===== src/core/stamp_capture_map.vh =====
// Register map, field positions and constants of the time stamp capture unit
`ifndef STAMP_CAPTURE_MAP_VH
`define STAMP_CAPTURE_MAP_VH

// ----------------------------------------
// Register byte addresses
// ----------------------------------------
`define ADDR_EVENT_IRQ_EN      8'h00
`define ADDR_BUFFER_CONFIG     8'h04
`define ADDR_COMMAND_CONFIG    8'h08
`define ADDR_COMMAND_TRIGGER   8'h0C
`define ADDR_STAMP_GATE        8'h10
`define ADDR_EXT_INPUT_EN      8'h14
`define ADDR_INT_CAPTURE_EN    8'h18
`define ADDR_BUFFER_STATUS     8'h1C
`define ADDR_EVENT_COUNT1      8'h20
`define ADDR_EVENT_COUNT2      8'h24
`define ADDR_IRQ_STATUS        8'h28
`define ADDR_BANK6_BASE        8'h40
`define ADDR_BANK7_BASE        8'h80
`define ADDR_BANK_LAST_WORD    8'h0C

// ----------------------------------------
// Fields
// ----------------------------------------
`define EVIE_IN1               0
`define EVIE_IN2               1
`define EVIE_RSTO              2
`define EVIE_VDROP             3
`define EVIE_OSC               4
`define CFG_FULL_IE            0
`define CFG_NEMPTY_IE          1
`define CFG_OVW_IE             2
`define CFG_BINARY_FORMAT_SELECT             3
`define CFG_OVW_ALLOW          4
`define CMD_CAPTURE            0
`define CMD_COUNTER_CLR        4
`define CMD_FLAG_RESET         7
`define EXT_IN1_CAP            0
`define EXT_IN2_CAP            1
`define EXT_IN1_ACT            2
`define EXT_IN2_ACT            3
`define CAP_RSTO               0
`define CAP_VDROP              1
`define CAP_OSC                2
`define ST_EMPTY               0
`define ST_FULL                1
`define ST_OVW                 2

// ----------------------------------------
// Reset values and widths
// ----------------------------------------
`define STATUS_RESET           3'h1
`define COUNT_MAX              6'h3F
`define COUNT_ZERO             6'h00
`define TRIGGER_IDLE           8'h00
`define RESP_OKAY              2'h0
`define RESP_SLVERR            2'h2
`define RECORD_BITS            80

`endif


===== src/core/time_stamp_capture_buffer.v =====
// Time stamp capture unit with two-bank record buffer and AXI4-Lite registers
//
// Implementation choices: the AXI4-Lite interface to the registers and the register offsets.
`timescale 1ns/1ns
`default_nettype none
`include "stamp_capture_map.vh"
module time_stamp_capture_buffer (
	// Clock and reset
	input  wire        aclk,
	input  wire        aresetn,
	// AXI4-Lite write address
	input  wire [7:0]  s_axi_awaddr,
	input  wire        s_axi_awvalid,
	output wire        s_axi_awready,
	// AXI4-Lite write data
	input  wire [31:0] s_axi_wdata,
	input  wire [3:0]  s_axi_wstrb,
	input  wire        s_axi_wvalid,
	output wire        s_axi_wready,
	// AXI4-Lite write response
	output reg  [1:0]  s_axi_bresp,
	output reg         s_axi_bvalid,
	input  wire        s_axi_bready,
	// AXI4-Lite read address
	input  wire [7:0]  s_axi_araddr,
	input  wire        s_axi_arvalid,
	output wire        s_axi_arready,
	// AXI4-Lite read data
	output reg  [31:0] s_axi_rdata,
	output reg  [1:0]  s_axi_rresp,
	output reg         s_axi_rvalid,
	input  wire        s_axi_rready,
	// Event sources, one-cycle pulses
	input  wire        ext_event_pin_1,
	input  wire        ext_event_pin_2,
	input  wire        reset_out_event,
	input  wire        voltage_drop_event,
	input  wire        osc_stop_event,
	// Levels captured into the status byte
	input  wire        ext_input1_level,
	input  wire        ext_input2_level,
	input  wire        reset_out_level,
	input  wire        voltage_drop_level,
	input  wire        osc_stop_level,
	// Counters of the clock
	input  wire [9:0]  subsecond_count,
	input  wire [47:0] calendar_bcd,
	input  wire [32:0] binary_seconds,
	// Interrupt request to the pin logic
	output reg         stamp_irq
);
	// ----------------------------------------
	// Register file
	// ----------------------------------------
	reg  [4:0]  event_interrupt_enable_reg;
	reg  [4:0]  stamp_buffer_config;
	reg  [7:0]  command_config_reg;
	reg  [7:0]  command_trigger_reg;
	reg         stamp_irq_global_en;
	reg  [3:0]  ext_input_enable_reg;
	reg  [2:0]  internal_capture_enable_reg;
	reg  [2:0]  stamp_buffer_status;
	reg  [7:0]  irq_pending_reg;
	reg  [79:0] bank_mem [0:1];
	reg         cmd_pending_reg;

	wire ext_input1_irq_en        = event_interrupt_enable_reg[`EVIE_IN1];
	wire ext_input2_irq_en        = event_interrupt_enable_reg[`EVIE_IN2];
	wire reset_out_event_irq_en   = event_interrupt_enable_reg[`EVIE_RSTO];
	wire voltage_drop_event_irq_en = event_interrupt_enable_reg[`EVIE_VDROP];
	wire osc_stop_event_irq_en    = event_interrupt_enable_reg[`EVIE_OSC];
	wire buffer_full_irq_en       = stamp_buffer_config[`CFG_FULL_IE];
	wire buffer_not_empty_irq_en  = stamp_buffer_config[`CFG_NEMPTY_IE];
	wire buffer_overwrite_irq_en  = stamp_buffer_config[`CFG_OVW_IE];
	wire binary_format_select     = stamp_buffer_config[`CFG_BINARY_FORMAT_SELECT];
	wire overwrite_allow          = stamp_buffer_config[`CFG_OVW_ALLOW];
	wire flag_reset_on_command    = command_config_reg[`CMD_FLAG_RESET];
	wire counter_clear_on_command = command_config_reg[`CMD_COUNTER_CLR];
	wire capture_on_command       = command_config_reg[`CMD_CAPTURE];
	wire ext_input1_capture_en    = ext_input_enable_reg[`EXT_IN1_CAP];
	wire ext_input2_capture_en    = ext_input_enable_reg[`EXT_IN2_CAP];
	wire ext_input1_active        = ext_input_enable_reg[`EXT_IN1_ACT];
	wire ext_input2_active        = ext_input_enable_reg[`EXT_IN2_ACT];
	wire buffer_empty_flag        = stamp_buffer_status[`ST_EMPTY];
	wire buffer_full_flag         = stamp_buffer_status[`ST_FULL];
	wire buffer_overwrite_flag    = stamp_buffer_status[`ST_OVW];

	// ----------------------------------------
	// Write channel
	// ----------------------------------------
	wire wr_go = s_axi_awvalid && s_axi_wvalid && !s_axi_bvalid;
	assign s_axi_awready = wr_go;
	assign s_axi_wready  = wr_go;

	function [7:0] merge_byte;
		input [7:0] old_val;
		input [31:0] data;
		input [3:0] strb;
		begin
			merge_byte = strb[0] ? data[7:0] : old_val;
		end
	endfunction

	function sel;
		input [7:0] addr;
		input [7:0] target;
		begin
			sel = (addr[7:2] == target[7:2]);
		end
	endfunction

	wire wr_evie = wr_go && sel(s_axi_awaddr, `ADDR_EVENT_IRQ_EN);
	wire wr_bcfg = wr_go && sel(s_axi_awaddr, `ADDR_BUFFER_CONFIG);
	wire wr_ccfg = wr_go && sel(s_axi_awaddr, `ADDR_COMMAND_CONFIG);
	wire wr_ctrg = wr_go && sel(s_axi_awaddr, `ADDR_COMMAND_TRIGGER) && s_axi_wstrb[0];
	wire wr_gate = wr_go && sel(s_axi_awaddr, `ADDR_STAMP_GATE);
	wire wr_exen = wr_go && sel(s_axi_awaddr, `ADDR_EXT_INPUT_EN);
	wire wr_icap = wr_go && sel(s_axi_awaddr, `ADDR_INT_CAPTURE_EN);
	wire wr_irqs = wr_go && sel(s_axi_awaddr, `ADDR_IRQ_STATUS) && s_axi_wstrb[0];
	wire wr_hit  = wr_evie | wr_bcfg | wr_ccfg | wr_gate | wr_exen | wr_icap
		| (wr_go && sel(s_axi_awaddr, `ADDR_COMMAND_TRIGGER))
		| (wr_go && sel(s_axi_awaddr, `ADDR_IRQ_STATUS));

	// ----------------------------------------
	// Event qualification
	// ----------------------------------------
	wire in1_evt = ext_event_pin_1 && ext_input1_active;
	wire in2_evt = ext_event_pin_2 && ext_input2_active;
	wire cmd_fire = cmd_pending_reg;
	wire cmd_cap  = cmd_fire && capture_on_command;
	wire cap_in1  = in1_evt && ext_input1_capture_en;
	wire cap_in2  = in2_evt && ext_input2_capture_en;
	wire cap_rsto = reset_out_event && internal_capture_enable_reg[`CAP_RSTO];
	wire cap_vdr  = voltage_drop_event && internal_capture_enable_reg[`CAP_VDROP];
	wire cap_osc  = osc_stop_event && internal_capture_enable_reg[`CAP_OSC];
	wire capture  = cap_in1 | cap_in2 | cap_rsto | cap_vdr | cap_osc | cmd_cap;
	wire flag_clr = cmd_fire && flag_reset_on_command;

	// Snapshot taken from one cycle of the counters
	wire [39:0] date_field = binary_format_select ? {7'h00, binary_seconds}
		: calendar_bcd[39:0];
	wire [7:0] year_field = binary_format_select ? 8'h00 : calendar_bcd[47:40];
	wire [7:0] state_byte = {1'b0, ext_input2_level, ext_input1_level, 1'b0,
		reset_out_level, voltage_drop_level, 1'b0, osc_stop_level};
	wire will_ovw = buffer_full_flag && !flag_clr;
	wire [7:0] cause_byte = {will_ovw, cap_in2, cap_in1, cmd_cap,
		cap_rsto, cap_vdr, 1'b0, cap_osc};
	wire [79:0] record = {cause_byte, state_byte, year_field, date_field,
		subsecond_count[9:2], subsecond_count[1:0], 6'h00};

	// ----------------------------------------
	// Buffer state and command handling
	// ----------------------------------------
	reg [2:0] status_next;
	reg       write_b6;
	reg       write_b7;
	always @* begin
		status_next = stamp_buffer_status;
		write_b6 = 1'b0;
		write_b7 = 1'b0;
		if (flag_clr)
			status_next = `STATUS_RESET;
		if (capture) begin
			if (flag_clr || buffer_empty_flag) begin
				// Clear and capture in one cycle: the capture lands in an empty buffer
				write_b6 = 1'b1;
				status_next = 3'h0;
			end else if (!buffer_full_flag) begin
				write_b7 = 1'b1;
				status_next = 3'h2;
			end else begin
				write_b7 = overwrite_allow;
				status_next = 3'h6;
			end
		end
	end

	always @(posedge aclk) begin
		if (write_b6)
			bank_mem[0] <= record;
		if (write_b7)
			bank_mem[1] <= record;
	end

	always @(posedge aclk) begin
		if (!aresetn) begin
			event_interrupt_enable_reg  <= 5'h00;
			stamp_buffer_config         <= 5'h00;
			command_config_reg          <= 8'h00;
			command_trigger_reg         <= `TRIGGER_IDLE;
			stamp_irq_global_en         <= 1'b0;
			ext_input_enable_reg        <= 4'h0;
			internal_capture_enable_reg <= 3'h0;
			stamp_buffer_status         <= `STATUS_RESET;
			cmd_pending_reg             <= 1'b0;
		end else begin
			stamp_buffer_status <= status_next;
			if (wr_evie)
				event_interrupt_enable_reg <= s_axi_wstrb[0] ? s_axi_wdata[4:0]
					: event_interrupt_enable_reg;
			if (wr_bcfg)
				stamp_buffer_config <= s_axi_wstrb[0] ? s_axi_wdata[4:0] : stamp_buffer_config;
			if (wr_ccfg)
				command_config_reg <= merge_byte(command_config_reg, s_axi_wdata, s_axi_wstrb);
			if (wr_gate)
				stamp_irq_global_en <= s_axi_wstrb[0] ? s_axi_wdata[0] : stamp_irq_global_en;
			if (wr_exen)
				ext_input_enable_reg <= s_axi_wstrb[0] ? s_axi_wdata[3:0] : ext_input_enable_reg;
			if (wr_icap)
				internal_capture_enable_reg <= s_axi_wstrb[0] ? s_axi_wdata[2:0]
					: internal_capture_enable_reg;
			// Command runs the cycle after the write; register then reads zero
			cmd_pending_reg <= wr_ctrg;
			if (wr_ctrg)
				command_trigger_reg <= s_axi_wdata[7:0];
			else if (cmd_fire)
				command_trigger_reg <= `TRIGGER_IDLE;
		end
	end

	// ----------------------------------------
	// Event counters
	// ----------------------------------------
	wire [5:0] count1;
	wire [5:0] count2;
	wire       cnt_clr = cmd_fire && counter_clear_on_command;
	stamp_event_counter u_count1 (
		.aclk        (aclk),
		.aresetn     (aresetn),
		.event_pulse (in1_evt),
		.clear       (cnt_clr),
		.count       (count1)
	);
	stamp_event_counter u_count2 (
		.aclk        (aclk),
		.aresetn     (aresetn),
		.event_pulse (in2_evt),
		.clear       (cnt_clr),
		.count       (count2)
	);

	// ----------------------------------------
	// Interrupt flags, write one to clear, set wins
	// ----------------------------------------
	wire [7:0] irq_set = {
		capture && !flag_clr && buffer_full_flag,                       // overwrite
		capture && !(flag_clr || buffer_empty_flag) && !buffer_full_flag, // full
		capture && (flag_clr || buffer_empty_flag),                      // not empty
		osc_stop_event, voltage_drop_event, reset_out_event, in2_evt, in1_evt};
	wire [7:0] irq_en = {buffer_overwrite_irq_en, buffer_full_irq_en,
		buffer_not_empty_irq_en, osc_stop_event_irq_en, voltage_drop_event_irq_en,
		reset_out_event_irq_en, ext_input2_irq_en, ext_input1_irq_en};
	wire [7:0] irq_clr = wr_irqs ? s_axi_wdata[7:0] : 8'h00;

	always @(posedge aclk) begin
		if (!aresetn) begin
			irq_pending_reg <= 8'h00;
			stamp_irq       <= 1'b0;
		end else begin
			irq_pending_reg <= (irq_pending_reg & ~irq_clr) | irq_set;
			stamp_irq <= stamp_irq_global_en && |(irq_pending_reg & irq_en);
		end
	end

	// ----------------------------------------
	// Write response
	// ----------------------------------------
	always @(posedge aclk) begin
		if (!aresetn) begin
			s_axi_bvalid <= 1'b0;
			s_axi_bresp  <= `RESP_OKAY;
		end else if (wr_go) begin
			s_axi_bvalid <= 1'b1;
			s_axi_bresp  <= wr_hit ? `RESP_OKAY : `RESP_SLVERR;
		end else if (s_axi_bready)
			s_axi_bvalid <= 1'b0;
	end

	// ----------------------------------------
	// Read channel
	// ----------------------------------------
	wire rd_go = s_axi_arvalid && !s_axi_rvalid;
	assign s_axi_arready = rd_go;

	wire [7:0]  bank6_base = `ADDR_BANK6_BASE;
	wire [7:0]  bank7_base = `ADDR_BANK7_BASE;
	wire [7:0]  bank_end   = `ADDR_BANK_LAST_WORD;
	wire        bank_hit = (s_axi_araddr[7:6] == bank6_base[7:6]
		|| s_axi_araddr[7:6] == bank7_base[7:6]) && (s_axi_araddr[5:0] < bank_end[5:0]);
	wire [79:0] bank_rec = s_axi_araddr[7] ? bank_mem[1] : bank_mem[0];
	wire [95:0] bank_pad = {16'h0000, bank_rec};

	reg  [31:0] rd_mux;
	reg         rd_ok;
	always @* begin
		rd_mux = 32'h00000000;
		rd_ok = 1'b1;
		case (s_axi_araddr & 8'hFC)
		`ADDR_EVENT_IRQ_EN:    rd_mux = {27'h0, event_interrupt_enable_reg};
		`ADDR_BUFFER_CONFIG:   rd_mux = {27'h0, stamp_buffer_config};
		`ADDR_COMMAND_CONFIG:  rd_mux = {24'h0, command_config_reg};
		`ADDR_COMMAND_TRIGGER: rd_mux = {24'h0, command_trigger_reg};
		`ADDR_STAMP_GATE:      rd_mux = {31'h0, stamp_irq_global_en};
		`ADDR_EXT_INPUT_EN:    rd_mux = {28'h0, ext_input_enable_reg};
		`ADDR_INT_CAPTURE_EN:  rd_mux = {29'h0, internal_capture_enable_reg};
		`ADDR_BUFFER_STATUS:   rd_mux = {29'h0, buffer_overwrite_flag, buffer_full_flag,
			buffer_empty_flag};
		`ADDR_EVENT_COUNT1:    rd_mux = {26'h0, count1};
		`ADDR_EVENT_COUNT2:    rd_mux = {26'h0, count2};
		`ADDR_IRQ_STATUS:      rd_mux = {24'h0, irq_pending_reg};
		default: begin
			if (bank_hit) begin
				case (s_axi_araddr[3:2])
				2'h0:    rd_mux = bank_pad[31:0];
				2'h1:    rd_mux = bank_pad[63:32];
				default: rd_mux = bank_pad[95:64];
				endcase
			end else
				rd_ok = 1'b0;
		end
		endcase
	end

	always @(posedge aclk) begin
		if (!aresetn) begin
			s_axi_rvalid <= 1'b0;
			s_axi_rdata  <= 32'h00000000;
			s_axi_rresp  <= `RESP_OKAY;
		end else if (rd_go) begin
			s_axi_rvalid <= 1'b1;
			s_axi_rdata  <= rd_mux;
			s_axi_rresp  <= rd_ok ? `RESP_OKAY : `RESP_SLVERR;
		end else if (s_axi_rready)
			s_axi_rvalid <= 1'b0;
	end
endmodule
`default_nettype wire


===== src/core/stamp_event_counter.v =====
// Six-bit event counter for one external input
`timescale 1ns/1ns
`default_nettype none
`include "stamp_capture_map.vh"
module stamp_event_counter (
	// Clock and reset
	input  wire       aclk,
	input  wire       aresetn,
	// Control
	input  wire       event_pulse,
	input  wire       clear,
	// Count
	output reg  [5:0] count
);
	always @(posedge aclk) begin
		if (!aresetn)
			count <= `COUNT_ZERO;
		else if (clear)
			count <= `COUNT_ZERO;
		else if (event_pulse)
			count <= (count == `COUNT_MAX) ? `COUNT_ZERO : count + 6'h01;
	end
endmodule
`default_nettype wire


===== config.mk =====
export PLATFORM = sky130hd
export DESIGN_NAME = time_stamp_capture_buffer
export DESIGN_NICKNAME = d
export VERILOG_FILES = /design/src/core/time_stamp_capture_buffer.v /design/src/core/stamp_event_counter.v
export VERILOG_INCLUDE_DIRS = /design/src /design/src/core
export SDC_FILE = /design/constraint.sdc
export NUM_CORES = 1
export LEC_CHECK = 0
export BUFFER_PORTS_ARGS = -buffer_cell sky130_fd_sc_hd__buf_2
export CAP_MARGIN = 25
export CORE_UTILIZATION = 28
export CTS_BUF_LIST = sky130_fd_sc_hd__clkbuf_8
export DETAILED_ROUTE_END_ITERATION = 8
export PLACE_DENSITY = 0.5
export SKIP_LAST_GASP = 1
export SLEW_MARGIN = 25
export SYNTH_ARGS = -nofsm -noshare
export SYNTH_HDL_FRONTEND = slang
export SYNTH_SLANG_ARGS = --single-unit

===== constraint.sdc =====
create_clock -name aclk -period 9.3 [get_ports aclk]
set_input_delay 1.395 -clock aclk [delete_from_list [all_inputs] [get_ports aclk]]
set_output_delay 1.395 -clock aclk [all_outputs]
set_load 0.01 [all_outputs]

==> run_results.csv, run 1 <==
group,metric,value,unit
finish,largest_reg_flops,140,
drt,met1_length,12300,µm
clock_tree,cts_resized,0,
place,portBuffers,168,
synth,synth_edf_count,140,
synth,synth.distinct_cells,65,
floorplanning,coreArea,35900,µm²
run,drv_cap,0,
drt,viasPerCell,4.76,
sta,fin_crit_sh,42.1,%
sta,hold_violations,0,
clock_tree,cts_buffers,43,
floorplanning,die_y,194,µm
synth,synth_seq_area_share,59.1,%
finish,area_delta_synth_final,20.3,%
critical_path,worstSetupPathType,"in -> out",
place,dp_hpwl,18100,µm
finish,reg_top3,"bank_mem: 140 flops, s_axi_rdata: 32 flops",
critical_path,path_depth,5,
synth,synth_seq_cells,235,
critical_path,critPathBufInv,4,
floorplanning,initial_core_util,28.8,%
clock_tree,cts_tree,"yes",
critical_path,crit_fanout,26,
sta,fmax,256,MHz
critical_path,arrival,2520,ps
synth,syn_area_per_cell,13.2,µm²
clock_tree,cts_setup_buffers,0,
finish,utilization,34.6,%
critical_path,cp.required,7910,ps
power_and_ir_drop,swShare,23.3,%
floorplanning,die_area,37700,µm²
critical_path,slowest_delay,350,ps
critical_path,critPathTopFamily,"buffers and inverters",
sta,drv_slew,0,
place,pre_cts_ws,5140,ps
finish,drive_above_1_share,32.7,%
power_and_ir_drop,internal_power,1680,µW
critical_path,slowest_stage,"buf_4",
critical_path,startpoint_type,"primary input",
power_and_ir_drop,power_frac_comb,6.3,%
drt,drt_pass1_iterations,4,
clock_tree,h-tree-depth,2,
sta,finalSetupTns,0,ps
power_and_ir_drop,clock_power_share,43.1,%
sta,rsz0062_at_grt,"no",
min_path,holdPathStages,2,
drt,wirelength,27200,µm
synth,netlist_area,10300,µm²
critical_path,crit_top_cell,"buf_2",
power_and_ir_drop,seq_power_share,50.6,%
sta,skew,40.4,ps
drt,postRouteAntennaNets,0,
power_and_ir_drop,irDropWorstVdd,0.0970,mV
min_path,hold_path.class,"reg -> reg",
global_routing,grt_remaining_overflow,0,
drt,vias,6886,
sta,min_period,3910,ps
sta,setup_ws,5390,ps
clock_tree,cts_hold_buf,0,
sta,hold_ws,463,ps
synth,yosys_warnings,0,
clock_tree,cts_sinks,235,
finish,final_nets,1114,
critical_path,crit_path_end_kind,"primary output",
drt,drc,0,
global_routing,grt_max_degree,78,
synth,synthCells,781,
floorplanning,fp-row-count,69,
finish,regMostFlops,"bank_mem",
critical_path,crit_chain,"buf_2 > nand2b_1 > buf_4 > inv_1 > buf_2",
power_and_ir_drop,power_density,177,nW/µm²
global_routing,grt_usage,14.5,%
drt,wire_per_inst,18.8,µm
floorplanning,io_pins,202,
sta,slew_headroom,35.5,%
clock_tree,clockRootBuffer,"clkbuf_8",
sta,finalSetupViolCount,0,
clock_tree,clk_path_buf_depth,3,
synth,async_flop_share,0,%
clock_tree,clk_latency,570,ps
sta,tightestPinTransition,960,ps
synth,synth_flop_cell,"edfxtp_1",
drt,wl_met3,2130,µm
power_and_ir_drop,p_leak,0.00476,µW
power_and_ir_drop,total_power,2190,µW
clock_tree,path_clk_slew,60,ps
global_routing,grt_pass1_wl,42100,µm
power_and_ir_drop,p_switching,511,µW
drt,highest_layer,"met5",
place,gp_congestion,0.826,
critical_path,r2r.worst_path.cells,4,
global_routing,antenna_found_initial,6,
floorplanning,die_w,194,µm
global_routing,grt_pass1_vias,7137,
drt,drt_iter0_markers,305,
drt,routed-wl-met2,12200,µm
run_status,outcome,"complete, no violations",
synth_stat cells (4+ instances only):
| cell type | count | area (µm²) |
|---|---|---|
| nor2_1 | 16 | 60.1 |
| a22o_1 | 16 | 140 |
| and3_1 | 11 | 68.8 |
| and2_1 | 27 | 169 |
| nor4_1 | 5 | 31.3 |
| nor3_1 | 7 | 35.0 |
| mux2_2 | 52 | 586 |
| mux4_2 | 25 | 563 |
| nand2b_1 | 9 | 56.3 |
| nand2_1 | 47 | 176 |
| a22oi_1 | 9 | 67.6 |
| nor3b_1 | 4 | 30.0 |
| a41o_1 | 4 | 40.0 |
| o31ai_1 | 20 | 150 |
| dfxtp_1 | 95 | 1900 |
| a31oi_1 | 11 | 68.8 |
| o22ai_1 | 6 | 37.5 |
| mux2i_1 | 48 | 480 |
| xor2_1 | 8 | 70.1 |
| nor2b_1 | 47 | 294 |
| a21boi_0 | 7 | 52.6 |
| buf_2 | 14 | 70.1 |
| buf_1 | 4 | 15.0 |
| a21oi_1 | 13 | 65.1 |
| buf_4 | 7 | 52.6 |
| o21ai_0 | 14 | 70.1 |
| edfxtp_1 | 140 | 4200 |
| clkbuf_1 | 26 | 97.6 |
| inv_1 | 28 | 105 |
| nand4_1 | 5 | 31.3 |
path summary, 6_finish.rpt:
path	from	endpoint	slack [ps]
max	s_axi_arvalid	s_axi_arready	5390
min	s_axi_rresp[1]	s_axi_rresp[1]	460
max reg2reg	ext_input_enable_reg[3]	bank_mem[0][45]	6800
min reg2reg	s_axi_rresp[1]	s_axi_rresp[1]	460
through the flow:
step	std cells	area [µm²]
global placement	1367	11600
global route	1446	12400
detailed placement	1367	11600
CTS	1446	12400
floorplan	782	10300
finish	1447	12400
cell type report:
type	count	area, µm²
tap	461	577
inverter	28	105
clock inverter	33	200
timing repair buffer	178	916
antenna	1	2.50
multi-input combinational	465	3880
clock buffer	46	633
sequential	235	6110
fill	3645	23500
placed cells by master (no fill, tap or decap), types with 8 or more instances in the layout:
cell type,synthesis,final
buf_2,14,168
nor2b_1,47,46
mux4_2,25,25
o31ai_1,20,20
xor2_1,8,8
a31oi_1,11,11
nand2_1,47,47
and2_1,27,27
a22oi_1,9,9
mux2_2,52,52
and3_1,11,11
mux2i_1,48,48
o21ai_0,14,14
nor2_1,16,16
a22o_1,16,16
dfxtp_1,95,94
edfxtp_1,140,140
a21oi_1,13,13
nand2b_1,9,9
inv_1,28,49
buf_4,7,10
clkbuf_8,0,46
power by group through the flow:
| stage | clock network (µW) | logic (µW) | registers, µW |
|---|---|---|---|
| after global routing | 1030 | 152 | 1110 |
| after global placement | 0 | 139 | 1130 |
| after floorplan | 0 | 78.1 | 1130 |
| after CTS | 979 | 141 | 1110 |
| after detailed placement | 0 | 140 | 1130 |
| final | 945 | 138 | 1110 |
logic make-up after synthesis:
kind of cell | share of synthesized area, %
AOI/OAI and AO/OA | 8.48
xor gates and xnor gates | 0.848
adders and majority gates | 0.363
buffers and inverters | 3.62
DFF | 59.1
muxes | 15.8
other | 0.0363
and+or+nand+nor | 11.8
per-layer routing:
| layer | vias up | GRT usage, % |
|---|---|---|
| met5 | - | 0 |
| met4 | 8 | 4.35 |
| met3 | 57 | 4.57 |
| met2 | 227 | 22.6 |
| met1 | 3325 | 19.2 |
| li1 | 3269 | - |
worst min-delay path, delay by kind of cell (launching register included):
family | cells | cell delay [ps]
flops | 1 | 310
compound gates | 1 | 60
simple gates | 1 | 50
(Power assumes the default switching activity.)
==> run 2: changes to the inputs <==
- clock period: 9.3 -> 3.9 ns (I/O delays scaled with it)
==> run_results.csv, run 2 (same netlist as run 1, synthesis figures left out) <==
group,metric,value,unit
critical_path,r2r_slack,1510,ps
sta,setup_ws,1510,ps
clock_tree,path_clk_slew,60,ps
clock_tree,cts_setup_buffers,0,
finish,layout_commonest_cell,"buf_2",
global_routing,grt_max_degree,72,
critical_path,critPathBufInv,1,
finish,drive_above_1_share,32.8,%
clock_tree,cts_tree,"yes",
global_routing,grt_pass1_vias,6967,
critical_path,crit_path_end_kind,"register",
critical_path,crit_fanout,70,
critical_path,r2r.worst_path.cells,5,
critical_path,crit_chain,"and3_1 > or4_1 > and2_1 > a21boi_4 > buf_6",
drt,postRouteAntennaNets,0,
clock_tree,clockRootBuffer,"clkbuf_8",
finish,largest_reg_flops,140,
critical_path,crit_end,"bank_mem[0][127]",
place,dp_hpwl,18100,µm
power_and_ir_drop,irDropWorstVdd,0.238,mV
power_and_ir_drop,p_leak,0.00475,µW
global_routing,grt_pass1_wl,41500,µm
place,place_area,11600,µm²
place,gp_congestion,0.837,
critical_path,setup.worst_path.start,"ext_input_enable_reg[3]",
sta,finalSetupTns,0,ps
clock_tree,clk_path_buf_depth,3,
place,portBuffers,168,
drt,vias,6871,
power_and_ir_drop,power_density,415,nW/µm²
finish,reg_top3,"bank_mem: 140 flops, s_axi_rdata: 32 flops",
sta,fin_crit_sh,61.3,%
drt,wirelength,27000,µm
critical_path,timing.rr.start,"ext_input_enable_reg[3]",
sta,tightestPinTransition,968,ps
floorplanning,die_area,37700,µm²
critical_path,arrival,2550,ps
critical_path,slowest_stage,"buf_6",
clock_tree,h-tree-depth,2,
critical_path,cp.required,4060,ps
finish,final_nets,1116,
critical_path,critPathTopFamily,"simple AND/OR/NAND/NOR gates",
run_status,outcome,"complete, no violations",
sta,drv_slew,0,
clock_tree,cts_buffers,42,
floorplanning,die_w,194,µm
run,drv_cap,0,
critical_path,slowest_delay,590,ps
sta,slew_headroom,35.0,%
place,pre_cts_ws,1010,ps
critical_path,r2r_end,"bank_mem[0][127]",
global_routing,grt_usage,14.3,%
finish,fin_area,12400,µm²
sta,min_period,2390,ps
floorplanning,fp-row-count,69,
sta,rsz0062_at_grt,"no",
drt,viasPerCell,4.75,
floorplanning,io_pins,202,
critical_path,path_depth,5,
sta,skew,36.4,ps
clock_tree,cts_hold_buf,0,
clock_tree,cts_sinks,235,
drt,drc,0,
critical_path,worstSetupPathType,"reg -> reg",
global_routing,grt_remaining_overflow,0,
global_routing,antenna_found_initial,4,
critical_path,startpoint_type,"register",
floorplanning,initial_core_util,28.8,%
finish,mostFrequentLayoutCells,"buf_2, edfxtp_1, dfxtp_1, mux2_2",
sta,fmax,418,MHz
finish,area_delta_synth_final,20.2,%
sta,finalSetupViolCount,0,
drt,wire_per_inst,18.7,µm
floorplanning,die_y,194,µm
drt,drt_iter0_markers,471,
floorplanning,coreArea,35900,µm²
clock_tree,clk_latency,560,ps
finish,regMostFlops,"bank_mem",
drt,drt_pass1_iterations,4,
sta,hold_violations,0,
clock_tree,cts_resized,0,
min_path,hold_path.class,"in -> reg",
run 2: per-layer routing:
layer  up-vias  track usage, %  wire [µm]
met2       226            22.2      12200
met5         -               0         41
li1       3279               -          -
met4         6            4.85        643
met3        51            4.52       2050
met1      3309            18.8      12100
run 2: final cells by class:
cell class | count | area, µm²
diodes | 1 | 2.50
clock buffers | 47 | 647
clock inverters | 30 | 151
fillers | 3603 | 23500
inverters | 28 | 105
multi-input cells | 465 | 3880
flip-flops and latches | 235 | 6110
well taps | 461 | 577
repair buffers | 181 | 955
run 2: how the worst min path moves through the flow:
stage	from	end	slack (ps)	cells after the start
after floorplan	stamp_irq_global_en	stamp_irq	430	2
after global placement	s_axi_rresp[1]	s_axi_rresp[1]	450	2
after detailed placement	s_axi_rresp[1]	s_axi_rresp[1]	460	2
after CTS	subsecond_count[8]	bank_mem[0][8]	170	1
after global routing	subsecond_count[7]	bank_mem[0][77]	180	1
final	subsecond_count[8]	bank_mem[0][8]	210	1
run 2: stage by stage:
stage	util, %	power, µW	cells	hold slack [ps]
global placement	32.3	3030	1370	454
global route	34.6	5390	1447	182
floorplan	-	2890	782	426
detailed placement	32.3	3040	1370	462
finish	34.6	5160	1448	214
CTS	34.6	5250	1447	169
run 2: report_power, final:
part           total [µW]  switching, µW  internal, µW
registers            2650           8.88          2640
logic                 332            184           148
clock network        2180           1010          1170
